`config.mk`:
```
export PLATFORM = sky130hd
export DESIGN_NAME = crank_angle_tracker
export DESIGN_NICKNAME = d
export VERILOG_FILES = /design/src/crank_angle_tracker_pkg.sv /design/src/crank_angle_tracker.sv
export VERILOG_INCLUDE_DIRS = /design/src
export SDC_FILE = /design/constraint.sdc
export NUM_CORES = 2
export LEC_CHECK = 0
export ABC_AREA = 0
export BUFFER_PORTS_ARGS = -buffer_cell sky130_fd_sc_hd__buf_4
export CORE_MARGIN = 2
export CORE_UTILIZATION = 55
export DETAILED_ROUTE_END_ITERATION = 8
export PLACE_DENSITY = 0.81
export RECOVER_POWER = 100
export SLEW_MARGIN = 20
export SYNTH_ARGS = -nofsm -noshare
export SYNTH_HDL_FRONTEND = slang
export SYNTH_SLANG_ARGS = --single-unit
export TNS_END_PERCENT = 10
```
`constraint.sdc`:
```
create_clock -name i_clk -period 9.3 [get_ports i_clk]
set_input_delay 1.395 -clock i_clk [delete_from_list [all_inputs] [get_ports i_clk]]
set_output_delay 1.395 -clock i_clk [all_outputs]
set_load 0.03 [all_outputs]
```
`src/crank_angle_tracker_consts.svh`:
```
// offsets, field positions, reset values and sizes for the crank angle tracker
`ifndef CRANK_ANGLE_TRACKER_CONSTS_SVH
`define CRANK_ANGLE_TRACKER_CONSTS_SVH

// ----------------------------------------------------------------------------
// register byte offsets
// ----------------------------------------------------------------------------
`define OFS_CTRL 6'h00
`define OFS_RATIO 6'h04
`define OFS_TEETH_EXPECT 6'h08
`define OFS_TEETH_LIMIT 6'h0C
`define OFS_CAM_PATTERN 6'h10
`define OFS_BANK 6'h14
`define OFS_ANGLE 6'h18
`define OFS_PERIOD 6'h1C
`define OFS_RISE_ANGLE 6'h20
`define OFS_FALL_ANGLE 6'h24
`define OFS_FALL_DELAY 6'h28
`define OFS_STATUS 6'h2C
`define OFS_MASK 6'h30

// ----------------------------------------------------------------------------
// control fields
// ----------------------------------------------------------------------------
`define CTRL_ENABLE 0
`define CTRL_ADDITIONAL 1
`define CTRL_FALL_BY_TIME 2
`define CTRL_PULSE_ARM 3
`define CTRL_W 4

// ----------------------------------------------------------------------------
// status / mask fields
// ----------------------------------------------------------------------------
`define ST_SPECIAL_ERR 0
`define ST_REGULAR_ERR 1
`define ST_SPECIAL 2
`define ST_REFERENCE 3
`define ST_W 4

// ----------------------------------------------------------------------------
// reset values and fixed sizes
// ----------------------------------------------------------------------------
`define RATIO_FRAC_BITS 8
`define RATIO_RESET 16'h0180
`define TEETH_EXPECT_RESET 16'h003A
`define TEETH_LIMIT_RESET 16'h003A
`define CAM_PATTERN_RESET 8'h01
`define FRAC_MAX 8'hFF
`define FRAC_STEP 24'h000100

`endif

```
`src/crank_angle_tracker_pkg.sv`:
```
// types shared by the crank angle tracker
package crank_angle_tracker_pkg;

  // one qualified crank tooth, as seen by the tooth tracker
  typedef struct packed {
    logic special;
    logic regular;
    logic [15:0] period;
  } tooth_evt_t;

  // angle position: whole teeth and 1/256 tooth extrapolated fraction
  typedef struct packed {
    logic [15:0] tooth;
    logic [7:0] frac;
  } angle_pos_t;

  typedef enum logic [0:0] {
    PULSE_LOW = 1'b0,
    PULSE_HIGH = 1'b1
  } pulse_state_t;

endpackage : crank_angle_tracker_pkg

```
`src/crank_angle_tracker.sv`:
```
// crank angle tracker: tooth tracking, bank reference, angle pulses, noise checks
// Summary of operation
// - cam pattern increments the bank count
// - after bank switch, next special resets angle
// - track angle by teeth plus extrapolation
// - extrapolate with last two teeth's period
// - missing: period exceeds previous times ratio
// - additional: period below previous times ratio
// - ratio may change anytime, next test uses
// - both variants, any number of special teeth
// - rising pulse edge at programmed angle
// - falling edge at angle or after delay
// - special tooth needs exact regular count
// - regular count must not exceed limit
// - failed check raises host interrupt
`timescale 1ns/1ns
`include "crank_angle_tracker_consts.svh"

module crank_angle_tracker #(
  parameter int TB_W = 16 // timebase width
) (
  input wire logic i_clk, // 10 MHz system clock
  input wire logic i_reset_n, // synchronous reset, active low
  input wire logic i_wb_cyc, // wishbone cycle
  input wire logic i_wb_stb, // wishbone strobe
  input wire logic i_wb_we, // wishbone write enable
  input wire logic [5:0] i_wb_adr, // wishbone byte address
  input wire logic [3:0] i_wb_sel, // wishbone byte selects
  input wire logic [31:0] i_wb_dat, // wishbone write data
  output logic [31:0] o_wb_dat, // wishbone read data
  output logic o_wb_ack, // wishbone acknowledge
  input wire logic i_crank, // conditioned crank tooth signal
  input wire logic i_cam, // conditioned cam marker signal
  output logic o_pulse, // ignition or injection pulse
  output logic o_irq, // level interrupt request
  output crank_angle_tracker_pkg::angle_pos_t o_angle // current engine angle
);
  import crank_angle_tracker_pkg::*;

  // ----------------------------------------------------------------------------
  // functions
  // ----------------------------------------------------------------------------
  function automatic logic [31:0] merge_sel(input logic [31:0] old, input logic [31:0] wr,
                                            input logic [3:0] sel);
    logic [31:0] res;
    res = old;
    for (int b = 0; b < 4; b++) begin
      if (sel[b]) begin
        res[8*b +: 8] = wr[8*b +: 8];
      end
    end
    return res;
  endfunction : merge_sel

  // special tooth test against previous period scaled by ratio
  function automatic logic ratio_hit(input logic [15:0] cur, input logic [15:0] prev,
                                     input logic [15:0] ratio, input logic additional);
    logic [31:0] scaled_cur;
    logic [31:0] scaled_prev;
    scaled_cur = {8'h00, cur, 8'h00};
    scaled_prev = prev * ratio;
    if (additional) begin
      return scaled_cur < scaled_prev;
    end
    return scaled_cur > scaled_prev;
  endfunction : ratio_hit

  // ----------------------------------------------------------------------------
  // registers
  // ----------------------------------------------------------------------------
  logic [`CTRL_W-1:0] ctrl;
  logic [15:0] ratio;
  logic [15:0] teeth_expect;
  logic [15:0] teeth_limit;
  logic [7:0] cam_pattern;
  logic [7:0] bank;
  logic [15:0] rise_angle_tooth;
  logic [7:0] rise_angle_frac;
  logic [15:0] fall_angle_tooth;
  logic [7:0] fall_angle_frac;
  logic [23:0] fall_delay;
  logic [`ST_W-1:0] status;
  logic [`ST_W-1:0] mask;

  // ----------------------------------------------------------------------------
  // bus decode
  // ----------------------------------------------------------------------------
  wire bus_req = i_wb_cyc & i_wb_stb & ~o_wb_ack;
  wire bus_wr = bus_req & i_wb_we;
  wire wr_ctrl = bus_wr && i_wb_adr == `OFS_CTRL;
  wire wr_ratio = bus_wr && i_wb_adr == `OFS_RATIO;
  wire wr_expect = bus_wr && i_wb_adr == `OFS_TEETH_EXPECT;
  wire wr_limit = bus_wr && i_wb_adr == `OFS_TEETH_LIMIT;
  wire wr_cam = bus_wr && i_wb_adr == `OFS_CAM_PATTERN;
  wire wr_rise = bus_wr && i_wb_adr == `OFS_RISE_ANGLE;
  wire wr_fall = bus_wr && i_wb_adr == `OFS_FALL_ANGLE;
  wire wr_delay = bus_wr && i_wb_adr == `OFS_FALL_DELAY;
  wire wr_status = bus_wr && i_wb_adr == `OFS_STATUS;
  wire wr_mask = bus_wr && i_wb_adr == `OFS_MASK;

  wire [31:0] cur_ctrl = {{(32-`CTRL_W){1'b0}}, ctrl};
  wire [31:0] cur_ratio = {16'h0000, ratio};
  wire [31:0] cur_expect = {16'h0000, teeth_expect};
  wire [31:0] cur_limit = {16'h0000, teeth_limit};
  wire [31:0] cur_cam = {24'h000000, cam_pattern};
  wire [31:0] cur_rise = {8'h00, rise_angle_tooth, rise_angle_frac};
  wire [31:0] cur_fall = {8'h00, fall_angle_tooth, fall_angle_frac};
  wire [31:0] cur_delay = {8'h00, fall_delay};
  wire [31:0] cur_mask = {{(32-`ST_W){1'b0}}, mask};
  wire [31:0] cur_status = {{(32-`ST_W){1'b0}}, status};

  wire [31:0] new_ctrl = merge_sel(cur_ctrl, i_wb_dat, i_wb_sel);
  wire [31:0] new_ratio = merge_sel(cur_ratio, i_wb_dat, i_wb_sel);
  wire [31:0] new_expect = merge_sel(cur_expect, i_wb_dat, i_wb_sel);
  wire [31:0] new_limit = merge_sel(cur_limit, i_wb_dat, i_wb_sel);
  wire [31:0] new_cam = merge_sel(cur_cam, i_wb_dat, i_wb_sel);
  wire [31:0] new_rise = merge_sel(cur_rise, i_wb_dat, i_wb_sel);
  wire [31:0] new_fall = merge_sel(cur_fall, i_wb_dat, i_wb_sel);
  wire [31:0] new_delay = merge_sel(cur_delay, i_wb_dat, i_wb_sel);
  wire [31:0] new_mask = merge_sel(cur_mask, i_wb_dat, i_wb_sel);
  wire [`ST_W-1:0] clr_status = wr_status ? i_wb_dat[`ST_W-1:0] & {`ST_W{i_wb_sel[0]}} :
                                            {`ST_W{1'b0}};

  // ----------------------------------------------------------------------------
  // tooth tracker: edges and periods
  // ----------------------------------------------------------------------------
  logic [TB_W-1:0] timebase;
  logic [TB_W-1:0] last_edge_time;
  logic [15:0] period;
  logic [15:0] prev_period;
  logic crank_d;
  logic cam_d;
  logic first_edge_seen;
  logic have_prev;
  logic [15:0] regular_count;
  logic bank_flag;
  logic ref_seen;
  logic [7:0] cam_count;

  wire enabled = ctrl[`CTRL_ENABLE];
  wire crank_rise = enabled & i_crank & ~crank_d;
  wire cam_rise = enabled & i_cam & ~cam_d;
  wire [15:0] new_period = 16'(timebase - last_edge_time);
  // ratio is sampled live, so a host update steers the very next test
  wire is_special = have_prev &
                    ratio_hit(new_period, period, ratio, ctrl[`CTRL_ADDITIONAL]);
  tooth_evt_t tooth;
  assign tooth.special = crank_rise & first_edge_seen & is_special;
  assign tooth.regular = crank_rise & first_edge_seen & ~is_special;
  assign tooth.period = new_period;

  wire [15:0] next_regular = regular_count + 16'h0001;
  wire special_err = tooth.special & (regular_count != teeth_expect);
  wire regular_err = tooth.regular & (next_regular > teeth_limit);
  wire cam_match = cam_rise & (cam_count + 8'h01 >= cam_pattern);
  wire take_ref = tooth.special & bank_flag;

  always_ff @(posedge i_clk) begin
    if (!i_reset_n) begin
      timebase <= '0;
      last_edge_time <= '0;
      period <= 16'h0000;
      prev_period <= 16'h0000;
      crank_d <= 1'b0;
      cam_d <= 1'b0;
      first_edge_seen <= 1'b0;
      have_prev <= 1'b0;
    end else begin
      timebase <= timebase + 1'b1;
      crank_d <= i_crank;
      cam_d <= i_cam;
      if (crank_rise) begin
        last_edge_time <= timebase;
        first_edge_seen <= 1'b1;
        if (first_edge_seen) begin
          prev_period <= period;
          period <= new_period;
          have_prev <= 1'b1;
        end
      end
    end
  end

  // ----------------------------------------------------------------------------
  // noise checks, bank and reference
  // ----------------------------------------------------------------------------
  always_ff @(posedge i_clk) begin
    if (!i_reset_n) begin
      regular_count <= 16'h0000;
      cam_count <= 8'h00;
      bank <= 8'h00;
      bank_flag <= 1'b0;
      ref_seen <= 1'b0;
    end else begin
      if (tooth.special) begin
        regular_count <= 16'h0000;
      end else if (tooth.regular) begin
        regular_count <= next_regular;
      end
      if (cam_match) begin
        cam_count <= 8'h00;
        bank <= bank + 8'h01;
      end else if (cam_rise) begin
        cam_count <= cam_count + 8'h01;
      end
      // a cam match in the same cycle as a reference re-arms the flag
      if (cam_match) begin
        bank_flag <= 1'b1;
      end else if (take_ref) begin
        bank_flag <= 1'b0;
      end
      if (take_ref) begin
        ref_seen <= 1'b1;
      end
    end
  end

  // ----------------------------------------------------------------------------
  // angle counter with extrapolation
  // ----------------------------------------------------------------------------
  angle_pos_t pos;
  logic [23:0] frac_acc;
  wire [23:0] frac_sum = frac_acc + `FRAC_STEP;
  wire frac_step = (period != 16'h0000) && (frac_sum >= {8'h00, period});

  // fraction advances 256 steps per last tooth period, at most one a clock; capped so it never
  // runs into the next tooth when the engine slows down
  always_ff @(posedge i_clk) begin
    if (!i_reset_n) begin
      pos <= '0;
      frac_acc <= 24'h000000;
    end else if (take_ref) begin
      pos <= '0;
      frac_acc <= 24'h000000;
    end else if (tooth.special | tooth.regular) begin
      pos.tooth <= pos.tooth + 16'h0001;
      pos.frac <= 8'h00;
      frac_acc <= 24'h000000;
    end else if (frac_step) begin
      frac_acc <= frac_sum - {8'h00, period};
      if (pos.frac != `FRAC_MAX) begin
        pos.frac <= pos.frac + 8'h01;
      end
    end else begin
      frac_acc <= frac_sum;
    end
  end

  // ----------------------------------------------------------------------------
  // angle pulse generator
  // ----------------------------------------------------------------------------
  pulse_state_t pulse_state;
  logic [23:0] delay_count;
  wire at_rise = ref_seen && pos == {rise_angle_tooth, rise_angle_frac};
  wire at_fall = pos == {fall_angle_tooth, fall_angle_frac};
  wire fall_now = ctrl[`CTRL_FALL_BY_TIME] ? (delay_count + 24'h000001 >= fall_delay) : at_fall;

  always_ff @(posedge i_clk) begin
    if (!i_reset_n) begin
      pulse_state <= PULSE_LOW;
      delay_count <= 24'h000000;
    end else begin
      unique case (pulse_state)
        PULSE_LOW: begin
          delay_count <= 24'h000000;
          if (ctrl[`CTRL_PULSE_ARM] && at_rise) begin
            pulse_state <= PULSE_HIGH;
          end
        end
        PULSE_HIGH: begin
          delay_count <= delay_count + 24'h000001;
          if (fall_now) begin
            pulse_state <= PULSE_LOW;
          end
        end
      endcase
    end
  end

  // ----------------------------------------------------------------------------
  // register writes, status and interrupt
  // ----------------------------------------------------------------------------
  wire [`ST_W-1:0] events = {take_ref, tooth.special, regular_err, special_err};

  always_ff @(posedge i_clk) begin
    if (!i_reset_n) begin
      ctrl <= '0;
      ratio <= `RATIO_RESET;
      teeth_expect <= `TEETH_EXPECT_RESET;
      teeth_limit <= `TEETH_LIMIT_RESET;
      cam_pattern <= `CAM_PATTERN_RESET;
      rise_angle_tooth <= 16'h0000;
      rise_angle_frac <= 8'h00;
      fall_angle_tooth <= 16'h0000;
      fall_angle_frac <= 8'h00;
      fall_delay <= 24'h000000;
      status <= '0;
      mask <= '0;
    end else begin
      if (wr_ctrl) ctrl <= new_ctrl[`CTRL_W-1:0];
      if (wr_ratio) ratio <= new_ratio[15:0];
      if (wr_expect) teeth_expect <= new_expect[15:0];
      if (wr_limit) teeth_limit <= new_limit[15:0];
      if (wr_cam) cam_pattern <= new_cam[7:0];
      if (wr_rise) {rise_angle_tooth, rise_angle_frac} <= new_rise[23:0];
      if (wr_fall) {fall_angle_tooth, fall_angle_frac} <= new_fall[23:0];
      if (wr_delay) fall_delay <= new_delay[23:0];
      if (wr_mask) mask <= new_mask[`ST_W-1:0];
      status <= (status & ~clr_status) | events;
    end
  end

  // ----------------------------------------------------------------------------
  // bus answer and outputs
  // ----------------------------------------------------------------------------
  logic [31:0] rd_data;
  always_comb begin
    unique case (i_wb_adr)
      `OFS_CTRL: rd_data = cur_ctrl;
      `OFS_RATIO: rd_data = cur_ratio;
      `OFS_TEETH_EXPECT: rd_data = cur_expect;
      `OFS_TEETH_LIMIT: rd_data = cur_limit;
      `OFS_CAM_PATTERN: rd_data = cur_cam;
      `OFS_BANK: rd_data = {16'h0000, 7'h00, bank_flag, bank};
      `OFS_ANGLE: rd_data = {7'h00, ref_seen, pos};
      `OFS_PERIOD: rd_data = {prev_period, period};
      `OFS_RISE_ANGLE: rd_data = cur_rise;
      `OFS_FALL_ANGLE: rd_data = cur_fall;
      `OFS_FALL_DELAY: rd_data = cur_delay;
      `OFS_STATUS: rd_data = cur_status;
      `OFS_MASK: rd_data = cur_mask;
      default: rd_data = 32'h00000000;
    endcase
  end

  always_ff @(posedge i_clk) begin
    if (!i_reset_n) begin
      o_wb_ack <= 1'b0;
      o_wb_dat <= 32'h00000000;
      o_irq <= 1'b0;
      o_pulse <= 1'b0;
      o_angle <= '0;
    end else begin
      o_wb_ack <= bus_req;
      o_wb_dat <= (bus_req & ~i_wb_we) ? rd_data : 32'h00000000;
      // a mask write steers the level at once, so the bus edge is its cause
      o_irq <= |(((status & ~clr_status) | events) &
                 (wr_mask ? new_mask[`ST_W-1:0] : mask));
      o_pulse <= (pulse_state == PULSE_LOW) ? (ctrl[`CTRL_PULSE_ARM] & at_rise) : ~fall_now;
      o_angle <= pos;
    end
  end

endmodule : crank_angle_tracker

```
### Yosys cells after proc, flatten, opt, wreduce, memory -nomap -nowiden

Cells that the tools add are included.

| word-level totals | value |
|---|---|
| bits in registers | 374 |
| bits in latches | 0 |
| memory bits (writable) | 0 |
| memory bits (read-only) | 0 |
| logic and storage cells | 164 |
| memories | 0 |

| cells by class | value |
|---|---|
| add/sub/neg operators | 10 |
| $mul | 1 |
| div/mod/pow operators | 0 |
| $lt $le $gt $ge | 6 |
| equality and inequality tests | 16 |
| shifts and indexed selects | 0 |
| muxes and demuxes | 16 |
| bitwise logic cells | 31 |
| reduce and logical (&&, ||, !) cells | 41 |

Operators by type and width:

| kind | count |
|---|---|
| one-hot mux 32 bit (13 select lines) | 1 |
| adder 16 x 1 -> 16 bit (second input constant) | 3 |
| equality test 24 bit | 2 |
| one-hot mux 24 bit (2 select lines) | 1 |
| AND reduction 2 bit | 20 |
| > comparator 24 x 32 -> 1 bit | 1 |
| < comparator 24 x 32 -> 1 bit | 1 |
| multiplier 16 x 16 -> 32 bit | 1 |
| equality test 6 bit (second input constant) | 5 |
| adder 24 x 1 -> 24 bit (second input constant) | 1 |
| adder 24 x 9 -> 24 bit (second input constant) | 1 |
| adder 8 x 1 -> 8 bit (second input constant) | 3 |
| equality test 6 x 5 -> 1 bit (second input constant) | 4 |
| greater-or-equal comparator 24 x 16 -> 1 bit | 1 |
| greater-or-equal comparator 24 bit | 1 |
| 2-to-1 mux 24 bit | 1 |
| subtractor 24 x 16 -> 24 bit | 1 |
| bitwise AND 1 bit | 17 |
| > comparator 16 bit | 1 |
| inequality test 16 bit | 1 |
| nonzero test 16 bit | 1 |
| subtractor 16 bit | 1 |
| logical AND 1 bit | 13 |
| bitwise AND 4 bit | 3 |
| 16 further kinds | 36 |

### Logic depth before layout (Yosys ltp)

| logic depth | value |
|---|---|
| word-level depth | 11 |
| gate-level depth with buffers | 38 |

### Worst setup path after synthesis

Ideal clock, no wire load.

| path | value |
|---|---|
| kind | register to register |
| from | register period[9] |
| to | register status[1] |
| library setup time | 0.115 ns |
| data arrival time | 8.162 ns |
| required time | 9.185 ns |
| path slack | 1.023 ns |
| cell stages (with the launch flop) | 34 |
| buffers on the path | 4 |
| cell sequence | dfxtp_1 -> clkbuf_1 -> clkbuf_1 -> nand2_1 -> fa_1 -> fa_1 -> fa_1 -> inv_1 -> fa_1 -> fa_1 -> inv_1 -> fa_1 -> inv_1 -> ha_1 -> a211oi_1 -> o2111ai_1 -> nand4_1 -> a211oi_2 -> a211oi_1 -> o31ai_1 -> xnor2_1 -> ha_1 -> nand4_1 -> nand3b_1 -> nor4_1 -> o21ai_0 -> mux2i_1 -> nand4b_1 -> nor4_4 -> mux2i_2 -> buf_6 -> buf_2 -> nor3_1 -> o21a_1 |

| between the ends | value |
|---|---|
| word-level cells in the longest chain between the ends | 9 |
| elaborated cells on any way between the ends | 10 |

Ends and longest elaborated chain:

| what | line | source |
|---|---|---|
| start: declaration | crank_angle_tracker.sv:129 | `logic [15:0] period;` |
| start signal: assignment | crank_angle_tracker.sv:177 | `period <= new_period;` |
| multiplier 16 x 16 -> 32 bit (*) | crank_angle_tracker.sv:61 | `scaled_prev = prev * ratio;` |
| < comparator 24 x 32 -> 1 bit | crank_angle_tracker.sv:63 | `return scaled_cur < scaled_prev;` |
| 2-to-1 mux 1 bit | crank_angle_tracker.sv:62 | `if (additional) begin` |
| 2-to-1 mux 1 bit (*) | crank_angle_tracker.sv:65 | `return scaled_cur > scaled_prev;` |
| bitwise AND 1 bit (*) | crank_angle_tracker.sv:145 | `wire is_special = have_prev &` |
| NOT 1 bit (*) | crank_angle_tracker.sv:149 | `assign tooth.regular = crank_rise & first_edge_seen & ~is_special;` |
| bitwise AND 1 bit (*) | crank_angle_tracker.sv:149 |  |
| bitwise AND 1 bit (*) | crank_angle_tracker.sv:154 | `wire regular_err = tooth.regular & (next_regular > teeth_limit);` |
| OR 4 bit (*) | crank_angle_tracker.sv:309 | `status <= (status & ~clr_status) \| events;` |
| end signal: assignment | crank_angle_tracker.sv:309 |  |
| end: declaration | crank_angle_tracker.sv:82 | `` logic [`ST_W-1:0] status; `` |

Every way passes the cells marked *; elsewhere a longest branch is shown, timed or not. The select of a mux whose other input is x is not followed.
A chain may end at the register's enable or synchronous reset.

### Worst setup path after layout

| path | value |
|---|---|
| from | register ratio[6] |
| to | register pos[14] (netlist bit) |

| between the ends | value |
|---|---|
| word-level cells in the longest chain between the ends | 8 |
| elaborated cells on any way between the ends | 12 |

Ends and longest elaborated chain:

| what | line | source |
|---|---|---|
| start: declaration | crank_angle_tracker.sv:72 | `logic [15:0] ratio;` |
| start signal: assignment | crank_angle_tracker.sv:288 | `` ratio <= `RATIO_RESET; `` |
| start signal: assignment | crank_angle_tracker.sv:301 | `if (wr_ratio) ratio <= new_ratio[15:0];` |
| multiplier 16 x 16 -> 32 bit (*) | crank_angle_tracker.sv:61 |  |
| < comparator 24 x 32 -> 1 bit | crank_angle_tracker.sv:63 |  |
| 2-to-1 mux 1 bit | crank_angle_tracker.sv:62 |  |
| 2-to-1 mux 1 bit (*) | crank_angle_tracker.sv:65 |  |
| bitwise AND 1 bit (*) | crank_angle_tracker.sv:145 |  |
| bitwise AND 1 bit or NOT 1 bit (tied branches) | crank_angle_tracker.sv:148, crank_angle_tracker.sv:149 |  |
| bitwise AND 1 bit (on tied branches) | crank_angle_tracker.sv:156, crank_angle_tracker.sv:149 |  |
| OR reduction 2 bit (no source line) or OR 1 bit (tied branches) | n/a |  |
| end: declaration | crank_angle_tracker.sv:221 | `angle_pos_t pos;` |

Marked as above.

==> summary.md <==
| Metric | Value |
|---|---|
| Net Sw Power | 0.819 mW |
| Share of the synthesized area in the top cell type | 0.270 |
| Min Tclk post-route | approximately 9000 ps |
| Setup crit start kind | flop |
| Die W | 228 um |
| Number of global-route vias before repair | 23100 |
| Detailed-router iteration count before antenna repair | 8 |
| Row cnt | 82 |
| Mapped Area | 27700 sq um |
| Fin crit share | 0.953 |
| Leak | 12.7 nW |
| Die Height | between 200 and 250 um |
| Core region area | 49900 sq um |
| Relative slew slack | -1.03 |
| Multi-input gate area | between 15000 and 20000 sq um |
| Die ar. | 52100 sq um |
| Final Hold Vio Count | 0 |
| Via count | 23900 |
| Fmax | 113 MHz |
| PostCTS Resize Cnt | 0 |
| Layout Nets | around 3800 |
| Num CTS Buffers | 40 |
| Largest net degree at the start of global routing | 88 |
| Post-synth top flop | dfxtp_1 |
| Port Buffers | 98 |
| Drt drc | 0 |
| TritonCTS clock tree | done |
| Final WL | 74.7 mm |
| Syn_area_per_cell | between 8 and 9 sq um |
| First-pass GRT wire length | 121 mm |
| Crit path kind | reg2reg |
| Pwr Total | 3.58 mW |
| Worst-path fanout max | 38 |
| CTS H-tree depth | 2 |
| Synth warn | 0 |
| CP endpoint kind | flop |
| Hpwl dp | 55.3 mm |
| Initial core utilization | 0.555 |
| Clock-pin slew on the worst setup and hold paths | 70 ps |
| Gpl congestion | between 0.9 and 1 |
| Data required, critical path | slightly below 10000 ps |
| Crit-path max cell delay | approximately 560 ps |
| Clock latency on the worst-skew pair | 560 ps |
| Post-route ant nets | 0 |
| RSZ-0062 raised after global routing | no |
| CTS Hold Bufs | 0 |
| Fill cell count | ~4300 |
| # clock sinks | 373 |
| Crit-path slowest cell | fa_1 |
| Final Max Tran Viols | 118 |
| Internal Pwr Total | about 2.8 mW |
| Clock power frac | 0.497 |
| Most common cell in the netlist | nand2_1 |
| Sw Ratio | 0.229 |
| Grt total ovfl | 0 |
| Layout cells sized above 1 | 0.0612 |
| Post-synth cell types | 74 |
| Crit path DAT | 9300 ps |
| Clock Tree Buf Depth | 3 |
| Failing checks | capacitance limit, slew limit |
| Least-Margin Pin Slew | just over 3000 ps |
| Drt wl/cell | 18.3 um |
| Register area | 7470 sq um |
| Status | finished, violations left |
| DR vias/cell | just under 6 |
| Peak supply drop | 0.117 mV |
| Hold Path Class | reg2reg |
| Max Cap Viol | 2 |
| Setup_tns | 0 ps |
| Flop pwr share | 0.448 |
| Initial antenna violation count | 1 |
| Most common cell on crit path | fa_1 |
| PD cells | 118 nW/um^2 |
| Gate power share | 0.055 |
| Iteration-0 DRC Markers | 2114 |
| Final setup fails | 0 |
| Most common library cells after synthesis | nand2_1 (533), dfxtp_1 (373), inv_1 (356), a21oi_1 (257), ha_1 (207) |
| Global Route Usage Sum | 0.285 |
| Pre-CTS WS | 179 ps |
| Synth area leaders | dfxtp_1 (27%), fa_1 (14%), ha_1 (9.4%), nand2_1 (7.2%), inv_1 (4.8%) |
| Post-CTS Setup Repair Bufs | 0 |
| Gate Count Post-Synth | 3371 |
| WHS | 451 ps |
| Mapped Nets | 3823 |
| Layout area overhead | 9.53% |
| Synth area leader | dfxtp_1 |
| Root buf cell | clkbuf_16 |
| Layout Skew | 21.3 ps |
| Final worst slack | between 400 and 500 ps |
| Number of flops mapped to enable cells by yosys | 0 |
| Post-synthesis sequential area ratio | 0.270 |
| Synthesized flop and latch total | 373 |
| Ys async rst share | 0 |
| Io pins | 108 |
==> worst paths after layout <==
| kind | start | end | slack [ps] | cells after the start |
|---|---|---|---|---|
| setup / recovery | ratio[6]$_SDFFE_PN0P_ | pos[14]$_SDFFE_PP0P_ | 440 | 35 |
| setup reg to reg | ratio[6]$_SDFFE_PN0P_ | pos[14]$_SDFFE_PP0P_ | 440 | 35 |
| hold / removal | last_edge_time[12]$_SDFFE_PN0P_ | last_edge_time[12]$_SDFFE_PN0P_ | 450 | 2 |
| hold reg to reg | last_edge_time[12]$_SDFFE_PN0P_ | last_edge_time[12]$_SDFFE_PN0P_ | 450 | 2 |
==> final cells by class <==
| class | instances | share of cell area |
|---|---|---|
| diodes | 1 | 0.0000826 |
| clock buffers | 58 | 0.0402 |
| clock inverters | 16 | 0.00892 |
| inverters | 356 | 0.0443 |
| multi-input cells | 2450 | 0.600 |
| flip-flops and latches | 373 | 0.247 |
| well taps | 672 | 0.0277 |
| repair buffers | 163 | 0.0325 |
==> sequential cells by signal (all words and copies together) (netlist names), 8 cells and up <==
register / count
rise_angle_tooth: 16
regular_count: 16
teeth_expect: 16
fall_angle_frac: 8
delay_count: 24
ratio: 16
rise_angle_frac: 8
cam_pattern: 8
o_angle: 24
fall_delay: 24
cam_count: 8
o_wb_dat: 32
bank: 8
timebase: 16
prev_period: 16
teeth_limit: 16
frac_acc: 24
fall_angle_tooth: 16
period: 16
last_edge_time: 16
pos: 24
==> per-stage QoR <==
stage	instance area [sq um]	std cells	utilization
final	30300	4089	0.608
after global routing	30300	4089	0.608
after CTS	30500	4087	0.612
after detailed placement	29000	4013	0.582
after global placement	29000	4013	0.582
after floorplan	27700	3371	-
==> placed cells by master, fill, tap and decap left out, types with 16 or more instances in the layout <==
| cell | Yosys | routed |
|---|---|---|
| clkbuf_16 | 0 | 40 |
| and2_0 | 0 | 20 |
| a21oi_1 | 257 | 257 |
| xor2_1 | 101 | 101 |
| a22oi_1 | 45 | 45 |
| or3_1 | 16 | 16 |
| and2_1 | 159 | 137 |
| and3_1 | 34 | 34 |
| o21ai_0 | 41 | 43 |
| a31oi_1 | 30 | 30 |
| a21o_1 | 39 | 39 |
| ha_1 | 207 | 207 |
| nand4_1 | 40 | 40 |
| mux2i_1 | 16 | 16 |
| nor3_1 | 41 | 38 |
| nor4_1 | 18 | 18 |
| a22o_1 | 18 | 18 |
| buf_4 | 1 | 93 |
| nor2b_1 | 35 | 35 |
| a221oi_1 | 23 | 23 |
| nand3_1 | 159 | 159 |
| dfxtp_1 | 373 | 369 |
| inv_1 | 356 | 355 |
| clkbuf_1 | 173 | 69 |
| xnor2_1 | 109 | 109 |
| o31ai_1 | 18 | 18 |
| nand2_1 | 533 | 532 |
| a211oi_1 | 22 | 19 |
| nor2_1 | 150 | 146 |
| fa_1 | 196 | 196 |
==> worst max-delay path: cells and delay by family, from the launching register on <==
family	cells	cell delay (ps)
adders and majority gates	8	3810
and+or+nand+nor	10	1810
buffers and inverters	9	1140
AOI/OAI and AO/OA	5	930
DFF	1	420
muxes	2	410
xor gates and xnor gates	1	180
==> kinds of logic (layout without fill, tap and decap cells) <==
group / after synthesis / in the layout / share of synthesized area
other: 0 / 1 / 0
AO/OA/AOI/OAI: 573 / 574 / 0.132
XOR/XNOR: 210 / 210 / 0.0665
buffers and inverters: 549 / 593 / 0.0751
adder cells (fa/ha/maj): 403 / 403 / 0.235
flip-flops: 373 / 373 / 0.270
multiplexers: 22 / 22 / 0.00873
AND/OR/NAND/NOR: 1241 / 1241 / 0.213
==> per-layer routing <==
layer  GRT usage  routed length, um  up-vias
li1            -                  -    11200
met1       0.376              30600    11400
met2       0.461              34000     1118
met3      0.0534               6800      222
met4       0.119               3360        0
met5           0                  0        -
==> power by group through the flow <==
stage | Sequential, mW | Clock (mW) | Combinational (mW)
2_1_floorplan | 1.64 | 0 | 0.126
3_3_place_gp | 1.64 | 0 | 0.190
3_5_place_dp | 1.64 | 0 | 0.192
4_1_cts | 1.60 | 1.79 | 0.193
5_1_grt | 1.60 | 1.85 | 0.211
6_report | 1.60 | 1.78 | 0.196
(Power assumes the default switching activity.)
